<file path="src/prwsc_pkg.sv">
package prwsc_pkg;
  // ------------------------------------------------------------
  // Timing
  // ------------------------------------------------------------
  localparam int unsigned CLK_HZ = 40000000;
  localparam int unsigned RST_MIN_MS = 4;
  localparam int unsigned RST_EXT_MS = 128;
  localparam int unsigned TICK_MS_CYC = CLK_HZ / 1000;
  localparam int unsigned RST_MIN_TICKS = RST_MIN_MS;
  localparam int unsigned RST_EXT_TICKS = RST_EXT_MS;
  localparam int unsigned MS_CNT_W = 16;
  localparam int unsigned TICK_CNT_W = 8;
  // ------------------------------------------------------------
  // Reset values
  // ------------------------------------------------------------
  localparam logic [1:0] SUSP_MODE_RST = 2'h2;
  localparam logic [1:0] WAKE_STS_RST = 2'h0;
  localparam logic XTAL_DIS_DEFAULT = 1'h1;
  // Suspend mode encodings
  localparam logic [1:0] SUSP_LIGHT = 2'h0;
  localparam logic [1:0] SUSP_ONE = 2'h1;
  localparam logic [1:0] SUSP_PHY_OFF = 2'h2;
  localparam logic [1:0] SUSP_ACTIVE_ENERGY = 2'h3;
  // Status field bit positions
  localparam int unsigned STS_PHY_BIT = 0;
  localparam int unsigned STS_LAN_BIT = 1;
  // Power states reported by the sequencer
  typedef enum logic [2:0] {
    PRWSC_PS_UNCONF,
    PRWSC_PS_CONF,
    PRWSC_PS_SUSPEND
  } prwsc_pstate_e;
endpackage : prwsc_pkg

</file>
<file path="src/prwsc_ms_tick.sv">
`timescale 1ns/1ps
// Millisecond tick divider: one-cycle enable every CYC cycles while run
module prwsc_ms_tick #(
  // Cycles per tick; a smaller value only shortens simulation runs
  parameter int unsigned CYC = prwsc_pkg::TICK_MS_CYC
) (
  // Clock and reset
  input wire logic clk_in,
  input wire logic rstn_in,
  // Control
  input wire logic run_in,
  // Tick
  output logic tick_out
);
  logic [prwsc_pkg::MS_CNT_W-1:0] cnt_q;
  logic [prwsc_pkg::MS_CNT_W-1:0] cnt_d;
  logic wrap;

  // Restart on every run to give a full first millisecond
  assign wrap = (cnt_q == prwsc_pkg::MS_CNT_W'(CYC - 1));
  assign cnt_d = (!run_in || wrap) ? '0 : cnt_q + 1'b1;

  // ------------------------------------------------------------
  // Counter
  // ------------------------------------------------------------
  always_ff @(posedge clk_in or negedge rstn_in)
  begin
    if (!rstn_in)
    begin
      cnt_q <= '0;
      tick_out <= 1'b0;
    end
    else
    begin
      cnt_q <= cnt_d;
      tick_out <= run_in && wrap;
    end
  end
endmodule : prwsc_ms_tick

</file>
<file path="src/prwsc_ctl.sv">
`timescale 1ns/1ps
module prwsc_ctl #(
  // Clock cycles per millisecond tick
  parameter int unsigned TICK_CYC = prwsc_pkg::TICK_MS_CYC
) (
  // Clock and reset
  input wire logic clk_in,
  input wire logic rstn_in,
  // USB or lite soft reset, synchronous pulse
  input wire logic lite_soft_reset_in,
  // Software writes
  input wire logic phy_reset_ctl_wr_in,
  input wire logic skip_analog_ref_wait_in,
  input wire logic wake_en_wr_in,
  input wire logic lan_wake_enable_in,
  input wire logic phy_irq_wake_enable_in,
  input wire logic resume_clears_wake_enables_in,
  input wire logic resume_clears_wake_status_in,
  input wire logic sts_wr_in,
  input wire logic [1:0] wake_cause_status_clr_in,
  input wire logic energy_wake_qualifier_clr_in,
  input wire logic susp_mode_wr_in,
  input wire logic [1:0] suspend_mode_in,
  // Configuration image
  input wire logic image_load_done_in,
  input wire logic image_valid_in,
  input wire logic image_crystal_suspend_disable_in,
  input wire logic external_phy_in,
  // Power sequencer
  input wire logic unconfigured_in,
  input wire logic in_suspend_in,
  input wire logic resume_done_in,
  input wire logic remote_resume_in,
  // Wake events, one-cycle pulses; PHY operational status level
  input wire logic phy_irq_in,
  input wire logic lan_event_in,
  input wire logic energy_rx_wake_in,
  input wire logic energy_tx_wake_in,
  input wire logic phy_operational_in,
  // Outputs
  output logic phy_reset_out,
  output logic phy_reset_ctl_out,
  output logic device_ready_out,
  output logic lan_wake_enable_out,
  output logic phy_irq_wake_enable_out,
  output logic [1:0] wake_cause_status_out,
  output logic energy_wake_qualifier_out,
  output logic [1:0] suspend_mode_out,
  output logic crystal_suspend_disable_out
);
  // ------------------------------------------------------------
  // Reset timer
  // ------------------------------------------------------------
  logic ms_tick;
  logic [prwsc_pkg::TICK_CNT_W-1:0] ms_cnt_q;
  logic [prwsc_pkg::TICK_CNT_W-1:0] ms_cnt_d;
  logic [prwsc_pkg::TICK_CNT_W-1:0] ms_goal;
  logic sw_rst_q;
  logic sw_rst_d;
  logic sw_start;
  logic sw_done;
  logic hold_rst;
  logic phy_reset_ctl_d;
  logic ready_d;
  logic ready_q;
  logic was_rst_q;

  prwsc_ms_tick #(.CYC(TICK_CYC)) u_tick (
    .clk_in(clk_in),
    .rstn_in(rstn_in),
    .run_in(sw_rst_q),
    .tick_out(ms_tick)
  );

  // Write only takes effect while idle, so the interval cannot restart
  assign sw_start = phy_reset_ctl_wr_in && !sw_rst_q;
  // Analog wait stretches the interval to the long figure
  assign ms_goal = skip_analog_ref_wait_in ?
    prwsc_pkg::TICK_CNT_W'(prwsc_pkg::RST_MIN_TICKS) :
    prwsc_pkg::TICK_CNT_W'(prwsc_pkg::RST_EXT_TICKS);
  assign sw_done = sw_rst_q && ms_tick &&
    (ms_cnt_q + 1'b1 >= ms_goal);
  assign ms_cnt_d = !sw_rst_q ? '0 : (ms_tick ? ms_cnt_q + 1'b1 : ms_cnt_q);
  assign sw_rst_d = sw_start ? 1'b1 : (sw_done ? 1'b0 : sw_rst_q);

  // Internal PHY is held in reset while unconfigured or suspended
  assign hold_rst = !external_phy_in &&
    (unconfigured_in || in_suspend_in);
  assign phy_reset_ctl_d = sw_rst_d || hold_rst;

  // ------------------------------------------------------------
  // Ready tracking
  // ------------------------------------------------------------
  // External PHY: ready follows image load, dropped during software reset; suspend never drops it
  assign ready_d = external_phy_in ?
    (image_load_done_in && !sw_rst_d) :
    (!phy_reset_ctl_d && !phy_reset_out && phy_operational_in &&
     (ready_q || was_rst_q || !unconfigured_in));

  always_ff @(posedge clk_in or negedge rstn_in)
  begin
    if (!rstn_in)
    begin
      sw_rst_q <= 1'b0;
      ms_cnt_q <= '0;
      phy_reset_out <= 1'b1;
      phy_reset_ctl_out <= 1'b0;
      ready_q <= 1'b0;
      device_ready_out <= 1'b0;
      was_rst_q <= 1'b0;
    end
    else
    begin
      sw_rst_q <= sw_rst_d;
      ms_cnt_q <= ms_cnt_d;
      phy_reset_out <= phy_reset_ctl_d;
      phy_reset_ctl_out <= sw_rst_d;
      ready_q <= ready_d;
      device_ready_out <= ready_d;
      was_rst_q <= phy_reset_ctl_d || (was_rst_q && !ready_d);
    end
  end

  // ------------------------------------------------------------
  // Wake enables, status and configuration
  // ------------------------------------------------------------
  logic clr_en;
  logic clr_sts;
  logic [1:0] sts_set;
  logic qual_set;
  logic [1:0] sts_d;
  logic qual_d;
  logic lan_en_d;
  logic phy_en_d;
  logic rx_ok;
  logic tx_ok;
  logic img_xtal;

  // Only resumes started by a remote wake clear anything
  assign clr_en = resume_done_in && remote_resume_in &&
    resume_clears_wake_enables_in;
  assign clr_sts = resume_done_in && remote_resume_in &&
    resume_clears_wake_status_in;
  assign lan_en_d = clr_en ? 1'b0 :
    (wake_en_wr_in ? lan_wake_enable_in : lan_wake_enable_out);
  assign phy_en_d = clr_en ? 1'b0 :
    (wake_en_wr_in ? phy_irq_wake_enable_in : phy_irq_wake_enable_out);

  // Status sets from events alone; the upstream filter gates per power state
  assign sts_set[prwsc_pkg::STS_PHY_BIT] = phy_irq_in;
  assign sts_set[prwsc_pkg::STS_LAN_BIT] = lan_event_in;
  assign rx_ok = (suspend_mode_out == prwsc_pkg::SUSP_LIGHT) ||
    (suspend_mode_out == prwsc_pkg::SUSP_ACTIVE_ENERGY);
  assign tx_ok = (suspend_mode_out == prwsc_pkg::SUSP_ACTIVE_ENERGY);
  assign qual_set = (energy_rx_wake_in && rx_ok) ||
    (energy_tx_wake_in && tx_ok);

  // A set arriving with a clear wins so no event is lost
  assign sts_d[prwsc_pkg::STS_PHY_BIT] = sts_set[prwsc_pkg::STS_PHY_BIT] ||
    (wake_cause_status_out[prwsc_pkg::STS_PHY_BIT] &&
     !(sts_wr_in && wake_cause_status_clr_in[prwsc_pkg::STS_PHY_BIT]));
  assign sts_d[prwsc_pkg::STS_LAN_BIT] = sts_set[prwsc_pkg::STS_LAN_BIT] ||
    (wake_cause_status_out[prwsc_pkg::STS_LAN_BIT] && !clr_sts &&
     !(sts_wr_in && wake_cause_status_clr_in[prwsc_pkg::STS_LAN_BIT]));
  assign qual_d = qual_set || (energy_wake_qualifier_out && !clr_sts &&
    !(sts_wr_in && energy_wake_qualifier_clr_in));

  assign img_xtal = image_valid_in ? image_crystal_suspend_disable_in :
    prwsc_pkg::XTAL_DIS_DEFAULT;

  always_ff @(posedge clk_in or negedge rstn_in)
  begin
    if (!rstn_in)
    begin
      lan_wake_enable_out <= 1'b0;
      phy_irq_wake_enable_out <= 1'b0;
      wake_cause_status_out <= prwsc_pkg::WAKE_STS_RST;
      energy_wake_qualifier_out <= 1'b0;
      suspend_mode_out <= prwsc_pkg::SUSP_MODE_RST;
      crystal_suspend_disable_out <= prwsc_pkg::XTAL_DIS_DEFAULT;
    end
    else
    begin
      lan_wake_enable_out <= lan_en_d;
      phy_irq_wake_enable_out <= phy_en_d;
      wake_cause_status_out <= sts_d;
      energy_wake_qualifier_out <= qual_d;
      // Unconfigured forces the phy-off variant, the only legal choice there
      if (unconfigured_in)
        suspend_mode_out <= prwsc_pkg::SUSP_MODE_RST;
      else if (susp_mode_wr_in)
        suspend_mode_out <= suspend_mode_in;
      if (lite_soft_reset_in || image_load_done_in)
        crystal_suspend_disable_out <= img_xtal;
    end
  end

  // ------------------------------------------------------------
  // Checks
  // ------------------------------------------------------------
  logic [7:0] rst_len_q;
  always_ff @(posedge clk_in or negedge rstn_in)
  begin
    if (!rstn_in)
      rst_len_q <= '0;
    else if (!sw_rst_q)
      rst_len_q <= '0;
    else if (ms_tick && rst_len_q != 8'hFF)
      rst_len_q <= rst_len_q + 8'h01;
  end

  rst_start_a: assert property (@(posedge clk_in) disable iff (!rstn_in)
    (phy_reset_ctl_wr_in && !sw_rst_q) |=> (phy_reset_out && phy_reset_ctl_out))
    else $error("PHY reset not asserted after write");
  rst_min_a: assert property (@(posedge clk_in) disable iff (!rstn_in)
    $fell(sw_rst_q) |-> ($past(rst_len_q) >= 8'h03))
    else $error("PHY reset released before 4 ms");
  rst_ext_a: assert property (@(posedge clk_in) disable iff (!rstn_in)
    ($fell(sw_rst_q) && !skip_analog_ref_wait_in) |-> ($past(rst_len_q) >= 8'h7F))
    else $error("PHY reset not stretched");
  rst_clear_a: assert property (@(posedge clk_in) disable iff (!rstn_in)
    phy_reset_ctl_out |-> sw_rst_q)
    else $error("Reset control bit outlives reset");
  rst_norestart_a: assert property (@(posedge clk_in) disable iff (!rstn_in)
    (sw_rst_q && phy_reset_ctl_wr_in && !ms_tick) |=> (ms_cnt_q == $past(ms_cnt_q)))
    else $error("Reset interval restarted");
  ready_drop_a: assert property (@(posedge clk_in) disable iff (!rstn_in)
    phy_reset_ctl_out |-> !device_ready_out)
    else $error("Ready high during PHY reset");
  en_clear_a: assert property (@(posedge clk_in) disable iff (!rstn_in)
    clr_en |=> (!lan_wake_enable_out && !phy_irq_wake_enable_out))
    else $error("Wake enables not cleared on resume");
  sts_set_a: assert property (@(posedge clk_in) disable iff (!rstn_in)
    phy_irq_in |=> wake_cause_status_out[0])
    else $error("PHY wake status lost");
  sts_resume_a: assert property (@(posedge clk_in) disable iff (!rstn_in)
    (clr_sts && !lan_event_in) |=> !wake_cause_status_out[1])
    else $error("LAN status not cleared on resume");
  int_hold_a: assert property (@(posedge clk_in) disable iff (!rstn_in)
    (!external_phy_in && unconfigured_in) |=> phy_reset_out)
    else $error("Internal PHY not held in reset");
  ext_keep_a: assert property (@(posedge clk_in) disable iff (!rstn_in)
    (external_phy_in && image_load_done_in && !sw_rst_d) |=> device_ready_out)
    else $error("External PHY ready dropped");

  // ------------------------------------------------------------
  // Checks on release, ready and stored fields
  // ------------------------------------------------------------
  // Control bit and PHY reset must let go on the same edge
  rst_release_a: assert property (@(posedge clk_in) disable iff (!rstn_in)
    ($fell(phy_reset_ctl_out) && !$past(hold_rst)) |-> $fell(phy_reset_out))
    else $error("Control bit and PHY reset fell apart");
  rst_keep_a: assert property (@(posedge clk_in) disable iff (!rstn_in)
    (sw_rst_q && phy_reset_ctl_wr_in && !ms_tick) |=> (rst_len_q == $past(rst_len_q)))
    else $error("Reset length disturbed by write");
  // Internal ready only follows an operational PHY out of reset
  ready_op_a: assert property (@(posedge clk_in) disable iff (!rstn_in)
    (!$past(external_phy_in) && device_ready_out) |->
      (!phy_reset_out && $past(phy_operational_in)))
    else $error("Internal ready without operational PHY");
  int_unconf_ready_a: assert property (@(posedge clk_in) disable iff (!rstn_in)
    (!external_phy_in && unconfigured_in) |=> !device_ready_out)
    else $error("Ready high while internal PHY unconfigured");
  int_suspend_a: assert property (@(posedge clk_in) disable iff (!rstn_in)
    (!external_phy_in && in_suspend_in) |=> (phy_reset_out && !device_ready_out))
    else $error("Internal PHY not held in suspend");
  ext_suspend_a: assert property (@(posedge clk_in) disable iff (!rstn_in)
    (external_phy_in && !sw_rst_d) |=> !phy_reset_out)
    else $error("External PHY reset without request");
  ready_ext_a: assert property (@(posedge clk_in) disable iff (!rstn_in)
    (external_phy_in && !image_load_done_in) |=> !device_ready_out)
    else $error("External ready before image load");
  // Wake enables
  lan_en_wr_a: assert property (@(posedge clk_in) disable iff (!rstn_in)
    (wake_en_wr_in && !clr_en) |=> (lan_wake_enable_out == $past(lan_wake_enable_in)))
    else $error("LAN wake enable write lost");
  phy_en_wr_a: assert property (@(posedge clk_in) disable iff (!rstn_in)
    (wake_en_wr_in && !clr_en) |=> (phy_irq_wake_enable_out == $past(phy_irq_wake_enable_in)))
    else $error("PHY wake enable write lost");
  en_hold_a: assert property (@(posedge clk_in) disable iff (!rstn_in)
    (!wake_en_wr_in && !clr_en) |=>
      ($stable(lan_wake_enable_out) && $stable(phy_irq_wake_enable_out)))
    else $error("Wake enables changed without cause");
  // Wake status and qualifier
  sts_lan_set_a: assert property (@(posedge clk_in) disable iff (!rstn_in)
    lan_event_in |=> wake_cause_status_out[1])
    else $error("LAN wake status lost");
  sts_w1c_a: assert property (@(posedge clk_in) disable iff (!rstn_in)
    (sts_wr_in && wake_cause_status_clr_in[0] && !phy_irq_in) |=> !wake_cause_status_out[0])
    else $error("PHY wake status not cleared");
  sts_hold_a: assert property (@(posedge clk_in) disable iff (!rstn_in)
    (wake_cause_status_out[0] && !(sts_wr_in && wake_cause_status_clr_in[0])) |=>
      wake_cause_status_out[0])
    else $error("PHY wake status dropped");
  sts_lan_hold_a: assert property (@(posedge clk_in) disable iff (!rstn_in)
    (wake_cause_status_out[1] && !clr_sts && !(sts_wr_in && wake_cause_status_clr_in[1])) |=>
      wake_cause_status_out[1])
    else $error("LAN wake status dropped");
  qual_rx_a: assert property (@(posedge clk_in) disable iff (!rstn_in)
    (energy_rx_wake_in && (suspend_mode_out == prwsc_pkg::SUSP_LIGHT ||
      suspend_mode_out == prwsc_pkg::SUSP_ACTIVE_ENERGY)) |=> energy_wake_qualifier_out)
    else $error("Receive energy wake not flagged");
  qual_tx_a: assert property (@(posedge clk_in) disable iff (!rstn_in)
    (energy_tx_wake_in && suspend_mode_out == prwsc_pkg::SUSP_ACTIVE_ENERGY) |=>
      energy_wake_qualifier_out)
    else $error("Transmit energy wake not flagged");
  qual_light_a: assert property (@(posedge clk_in) disable iff (!rstn_in)
    (!energy_wake_qualifier_out && !energy_rx_wake_in &&
      suspend_mode_out == prwsc_pkg::SUSP_LIGHT) |=> !energy_wake_qualifier_out)
    else $error("Transmit wake flagged in light suspend");
  qual_resume_a: assert property (@(posedge clk_in) disable iff (!rstn_in)
    (clr_sts && !energy_rx_wake_in && !energy_tx_wake_in) |=> !energy_wake_qualifier_out)
    else $error("Qualifier not cleared on resume");
  // Suspend mode and crystal image
  susp_unconf_a: assert property (@(posedge clk_in) disable iff (!rstn_in)
    unconfigured_in |=> (suspend_mode_out == prwsc_pkg::SUSP_MODE_RST))
    else $error("Suspend mode not forced when unconfigured");
  susp_write_a: assert property (@(posedge clk_in) disable iff (!rstn_in)
    (!unconfigured_in && susp_mode_wr_in) |=> (suspend_mode_out == $past(suspend_mode_in)))
    else $error("Suspend mode write lost");
  susp_hold_a: assert property (@(posedge clk_in) disable iff (!rstn_in)
    (!unconfigured_in && !susp_mode_wr_in) |=> $stable(suspend_mode_out))
    else $error("Suspend mode changed without write");
  xtal_reload_a: assert property (@(posedge clk_in) disable iff (!rstn_in)
    (lite_soft_reset_in || image_load_done_in) |=>
      (crystal_suspend_disable_out == $past(img_xtal)))
    else $error("Crystal field not reloaded");
endmodule : prwsc_ctl

</file>
<file path="config.mk">
export PLATFORM = sky130hd
export DESIGN_NAME = prwsc_ctl
export DESIGN_NICKNAME = d
export VERILOG_FILES = /design/src/prwsc_pkg.sv /design/src/prwsc_ms_tick.sv /design/src/prwsc_ctl.sv
export SDC_FILE = /design/constraint.sdc
export NUM_CORES = 1
export LEC_CHECK = 0
export BUFFER_PORTS_ARGS = -buffer_cell sky130_fd_sc_hd__buf_2
export CAP_MARGIN = 30
export CORE_ASPECT_RATIO = 2
export CORE_MARGIN = 3
export CORE_UTILIZATION = 56
export CTS_BUF_LIST = sky130_fd_sc_hd__clkbuf_8
export DETAILED_ROUTE_END_ITERATION = 16
export GPL_TIMING_DRIVEN = 0
export PLACE_DENSITY = 0.91
export SLEW_MARGIN = 40
export SYNTH_ARGS = -nofsm -noshare
export SYNTH_HDL_FRONTEND = slang
export SYNTH_SLANG_ARGS = --single-unit
</file>
<file path="constraint.sdc">
create_clock -name clk_in -period 2.9 [get_ports clk_in]
set_input_delay 0.145 -clock clk_in [delete_from_list [all_inputs] [get_ports clk_in]]
set_output_delay 0.145 -clock clk_in [all_outputs]
set_load 0.005 [all_outputs]
</file>
==> reports/results.ini <==
[run_status]
status=completed

[grt]
track_usage=0.2102
grt_max_degree=37
use_met1=0.2058
grt.met3_usage=0.04555
antenna_found_initial=0
grt_pass1_vias=1486
grt_pass1_wl_microns=6127
grt_busiest_layer=met2
grt_remaining_overflow=0
use_met2=0.3769

[timing]
fmax_mhz=461.2
layout_setup_ws_ns=0.7315
slew-limit-headroom=0.7094
hold_viol=0
rsz0062_at_grt=false
finClkSkew_ns=0.005756
setup_tns_ns=0
finalSetupViolations=0
tightest_slew_ns=0.4359
drv_slew=0
fin_crit_sh=0.7478
finalCriticalPeriod_ns=2.168

[cts]
root_buffer=clkbuf_8
path_clk_slew_ns=0.07
cts.htree.levels=2
tritoncts=built
clock_latency_ns=0.29
clock_sinks=36
numCtsBuffers=5
cts_buffer_depth=2

[setup_path]
reg2reg_slack_ns=0.73
endpoint_kind=flop
startpoint=ms_cnt_q[0]
crit_fanout=7
path_common_cell=ha_1
slowest_delay_ns=0.42
crit_arrival_ns=2.35
crit_type=flop to flop
cp-endpoint=ready_q
slowest_stage=dfrtp_1
start_kind=flop
rr_worst_depth=8
r2r-start=ms_cnt_q[0]
cp_cell_sequence=ha_1 -> buf_2 -> xnor2_1 -> ha_1 -> a21bo_2 -> a2111oi_1 -> a211oi_1 -> a2bb2oi_1
worstPathRequired_ns=3.08
r2r_end=ready_q

[layout]
final_cell_area_sq_mm=0.002200
seq_area_sq_um=904.6
final-instance-count-excl-fill=260
insertedDiodeCount=0
multi_input_area_sq_um=874.6
nets=264
drive_gt1_frac=0.2826
syn2layout_area_growth_pct=19.67
fillers=239

[min_path]
min_from=external_phy_in
hp-class=primary input to flop

[floorplanning]
die_y_microns=87.02
initial_core_util=0.6030
io_pins=41
die_width_microns=46.51
core_sq_mm=0.003048
dieArea_sq_mm=0.004047
rows=28

[yosys]
synth_edf_count=0
synth_cell_types=41
seq_area_frac_synth=0.4922
avgSynthCellArea_sq_um=10.15
synth_fp_nets=216
ys_seq_elements=36
ys.warnings.count=0
async_flop_share=1.000
netlist_instances=181
syn_area_sq_mm=0.001838
synth_ff_type=dfrtp_1

[power_and_ir_drop]
finalPower_w=0.001236
p_leak_nw=1.089
ir_worst_vdd_v=0.0005855
power.density_mw_per_mm2=561.7

[placed_design]
dpl.hpwl_microns=2851
placed_area_sq_mm=0.002076
place_congestion=0.8493
port_buffers=40
placed_cells=251
pre_cts_ws_ns=0.7220

[route]
drc=0
wl_per_cell_microns=13.93
drt_iter0_drc=17
ant_nets=0
routed_via_density=5.631
vias=1464
drt_wl_total_microns=3622
drt_first_pass_iters=4

[run]
max-cap-violations=0

[power breakdown]
| part | leakage, nW | internal [W] | switching [W] |
|---|---|---|---|
| sequential | 0.459 | 0.000561 | 0.0000525 |
| combinational | 0.576 | 0.0000902 | 0.000104 |
| clock | 0.0541 | 0.000254 | 0.000174 |
| total | 1.09 | 0.000905 | 0.000330 |
[layer usage]
metal / share of wire / up-vias
met5: 0 / -
met4: 0.028 / 0
met3: 0.027 / 9
met2: 0.59 / 26
met1: 0.36 / 700
li1: - / 729
[sequential cells by signal, indices dropped and copies added, names as in the netlist]
| name | count |
|---|---|
| u_tick.cnt_q | 16 |
| ms_cnt_q | 8 |
| suspend_mode_out | 2 |
| wake_cause_status_out | 2 |
| crystal_suspend_disable_out | 1 |
| energy_wake_qualifier_out | 1 |
| lan_wake_enable_out | 1 |
| phy_irq_wake_enable_out | 1 |
| phy_reset_out | 1 |
| ready_q | 1 |
| sw_rst_q | 1 |
| u_tick.tick_out | 1 |
[repair_timing]
item | in CTS | in global routing
hold endpoints to repair | 33 | 0
resized for setup | 0 | 0
hold buffers | 1 | 0
buffers inserted | 0 | 0
[area by class of cell]
class | instances | area share
Buffer | 8 | 0.02162
Clock buffer | 5 | 0.03129
Clock inverter | 3 | 0.01934
Inverter | 3 | 0.005119
Multi-Input combinational cell | 134 | 0.3976
Sequential cell | 36 | 0.4113
Tap cell | 30 | 0.01706
Timing Repair Buffer | 41 | 0.09670
[worst min-delay path by stage]
stage / to / slack [ns] / cells past startpoint
after floorplan: energy_wake_qualifier_out / -0.15 / 0
after global placement: wake_cause_status_out[0] / 0.26 / 1
after CTS: phy_reset_out / 0.005 / 2
after global routing: phy_reset_out / 0.01 / 2
final: phy_reset_out / 0.01 / 2
after detailed placement: wake_cause_status_out[0] / 0.26 / 1
[synthesized netlist by cell type, types with 2 or more instances]
cell	number	share of area
a21o_1	2	0.0082
a21oi_1	2	0.0054
a31oi_1	3	0.010
and2_1	4	0.014
and3_1	2	0.0068
and4_1	2	0.0095
buf_2	5	0.014
dfrtp_1	33	0.45
dfstp_2	3	0.043
ha_1	5	0.034
inv_1	2	0.0041
mux2i_1	5	0.027
nand2_1	13	0.027
nand3_1	13	0.035
nand4_1	8	0.027
nor2_1	28	0.057
nor2b_1	2	0.0068
nor4_1	2	0.0068
o21ai_0	4	0.011
or3_1	2	0.0068
xnor2_1	4	0.019
xor2_1	18	0.086
[cell families after synthesis]
| logic type | after synthesis | synth area share |
|---|---|---|
| and+or+nand+nor | 82 | 0.2267 |
| DFF | 36 | 0.4922 |
| xor gates and xnor gates | 22 | 0.1048 |
| AOI/OAI and AO/OA | 20 | 0.08306 |
| buffers and inverters | 11 | 0.03199 |
| muxes | 5 | 0.02723 |
| adders and majority gates | 5 | 0.03404 |
[layout by cell type (no fill, tap or decap), types with 2 or more instances in the layout]
cell type,n
a31oi_1,3
and4_1,2
buf_4,2
nor4_1,2
xnor2_1,4
buf_2,44
ha_1,5
nand3_1,13
a21o_1,2
clkbuf_8,5
nand2_1,13
inv_1,2
nand4_1,8
and3_1,2
dfrtp_1,33
or3_1,2
a21oi_1,2
o21ai_0,4
mux2i_1,5
dfstp_2,3
nor2_1,28
and2_1,4
xor2_1,18
nor2b_1,2
[worst max-delay path: cells and delay by family, from the launching register on]
| family | cells | cell delay, ns |
|---|---|---|
| buffers and inverters | 1 | 0.16 |
| AOI/OAI and AO/OA | 4 | 0.86 |
| xor gates and xnor gates | 1 | 0.13 |
| adders and majority gates | 2 | 0.47 |
| DFF | 1 | 0.42 |
[through the flow]
| step | util | hold WS [ns] |
|---|---|---|
| floorplan | - | -0.1506 |
| global placement | 0.6810 | 0.2584 |
| detailed placement | 0.6810 | 0.2571 |
| CTS | 0.7209 | 0.004723 |
| global route | 0.7217 | 0.01438 |
| finish | 0.7217 | 0.01385 |
No activity file was read; power rests on OpenSTA's default activity.
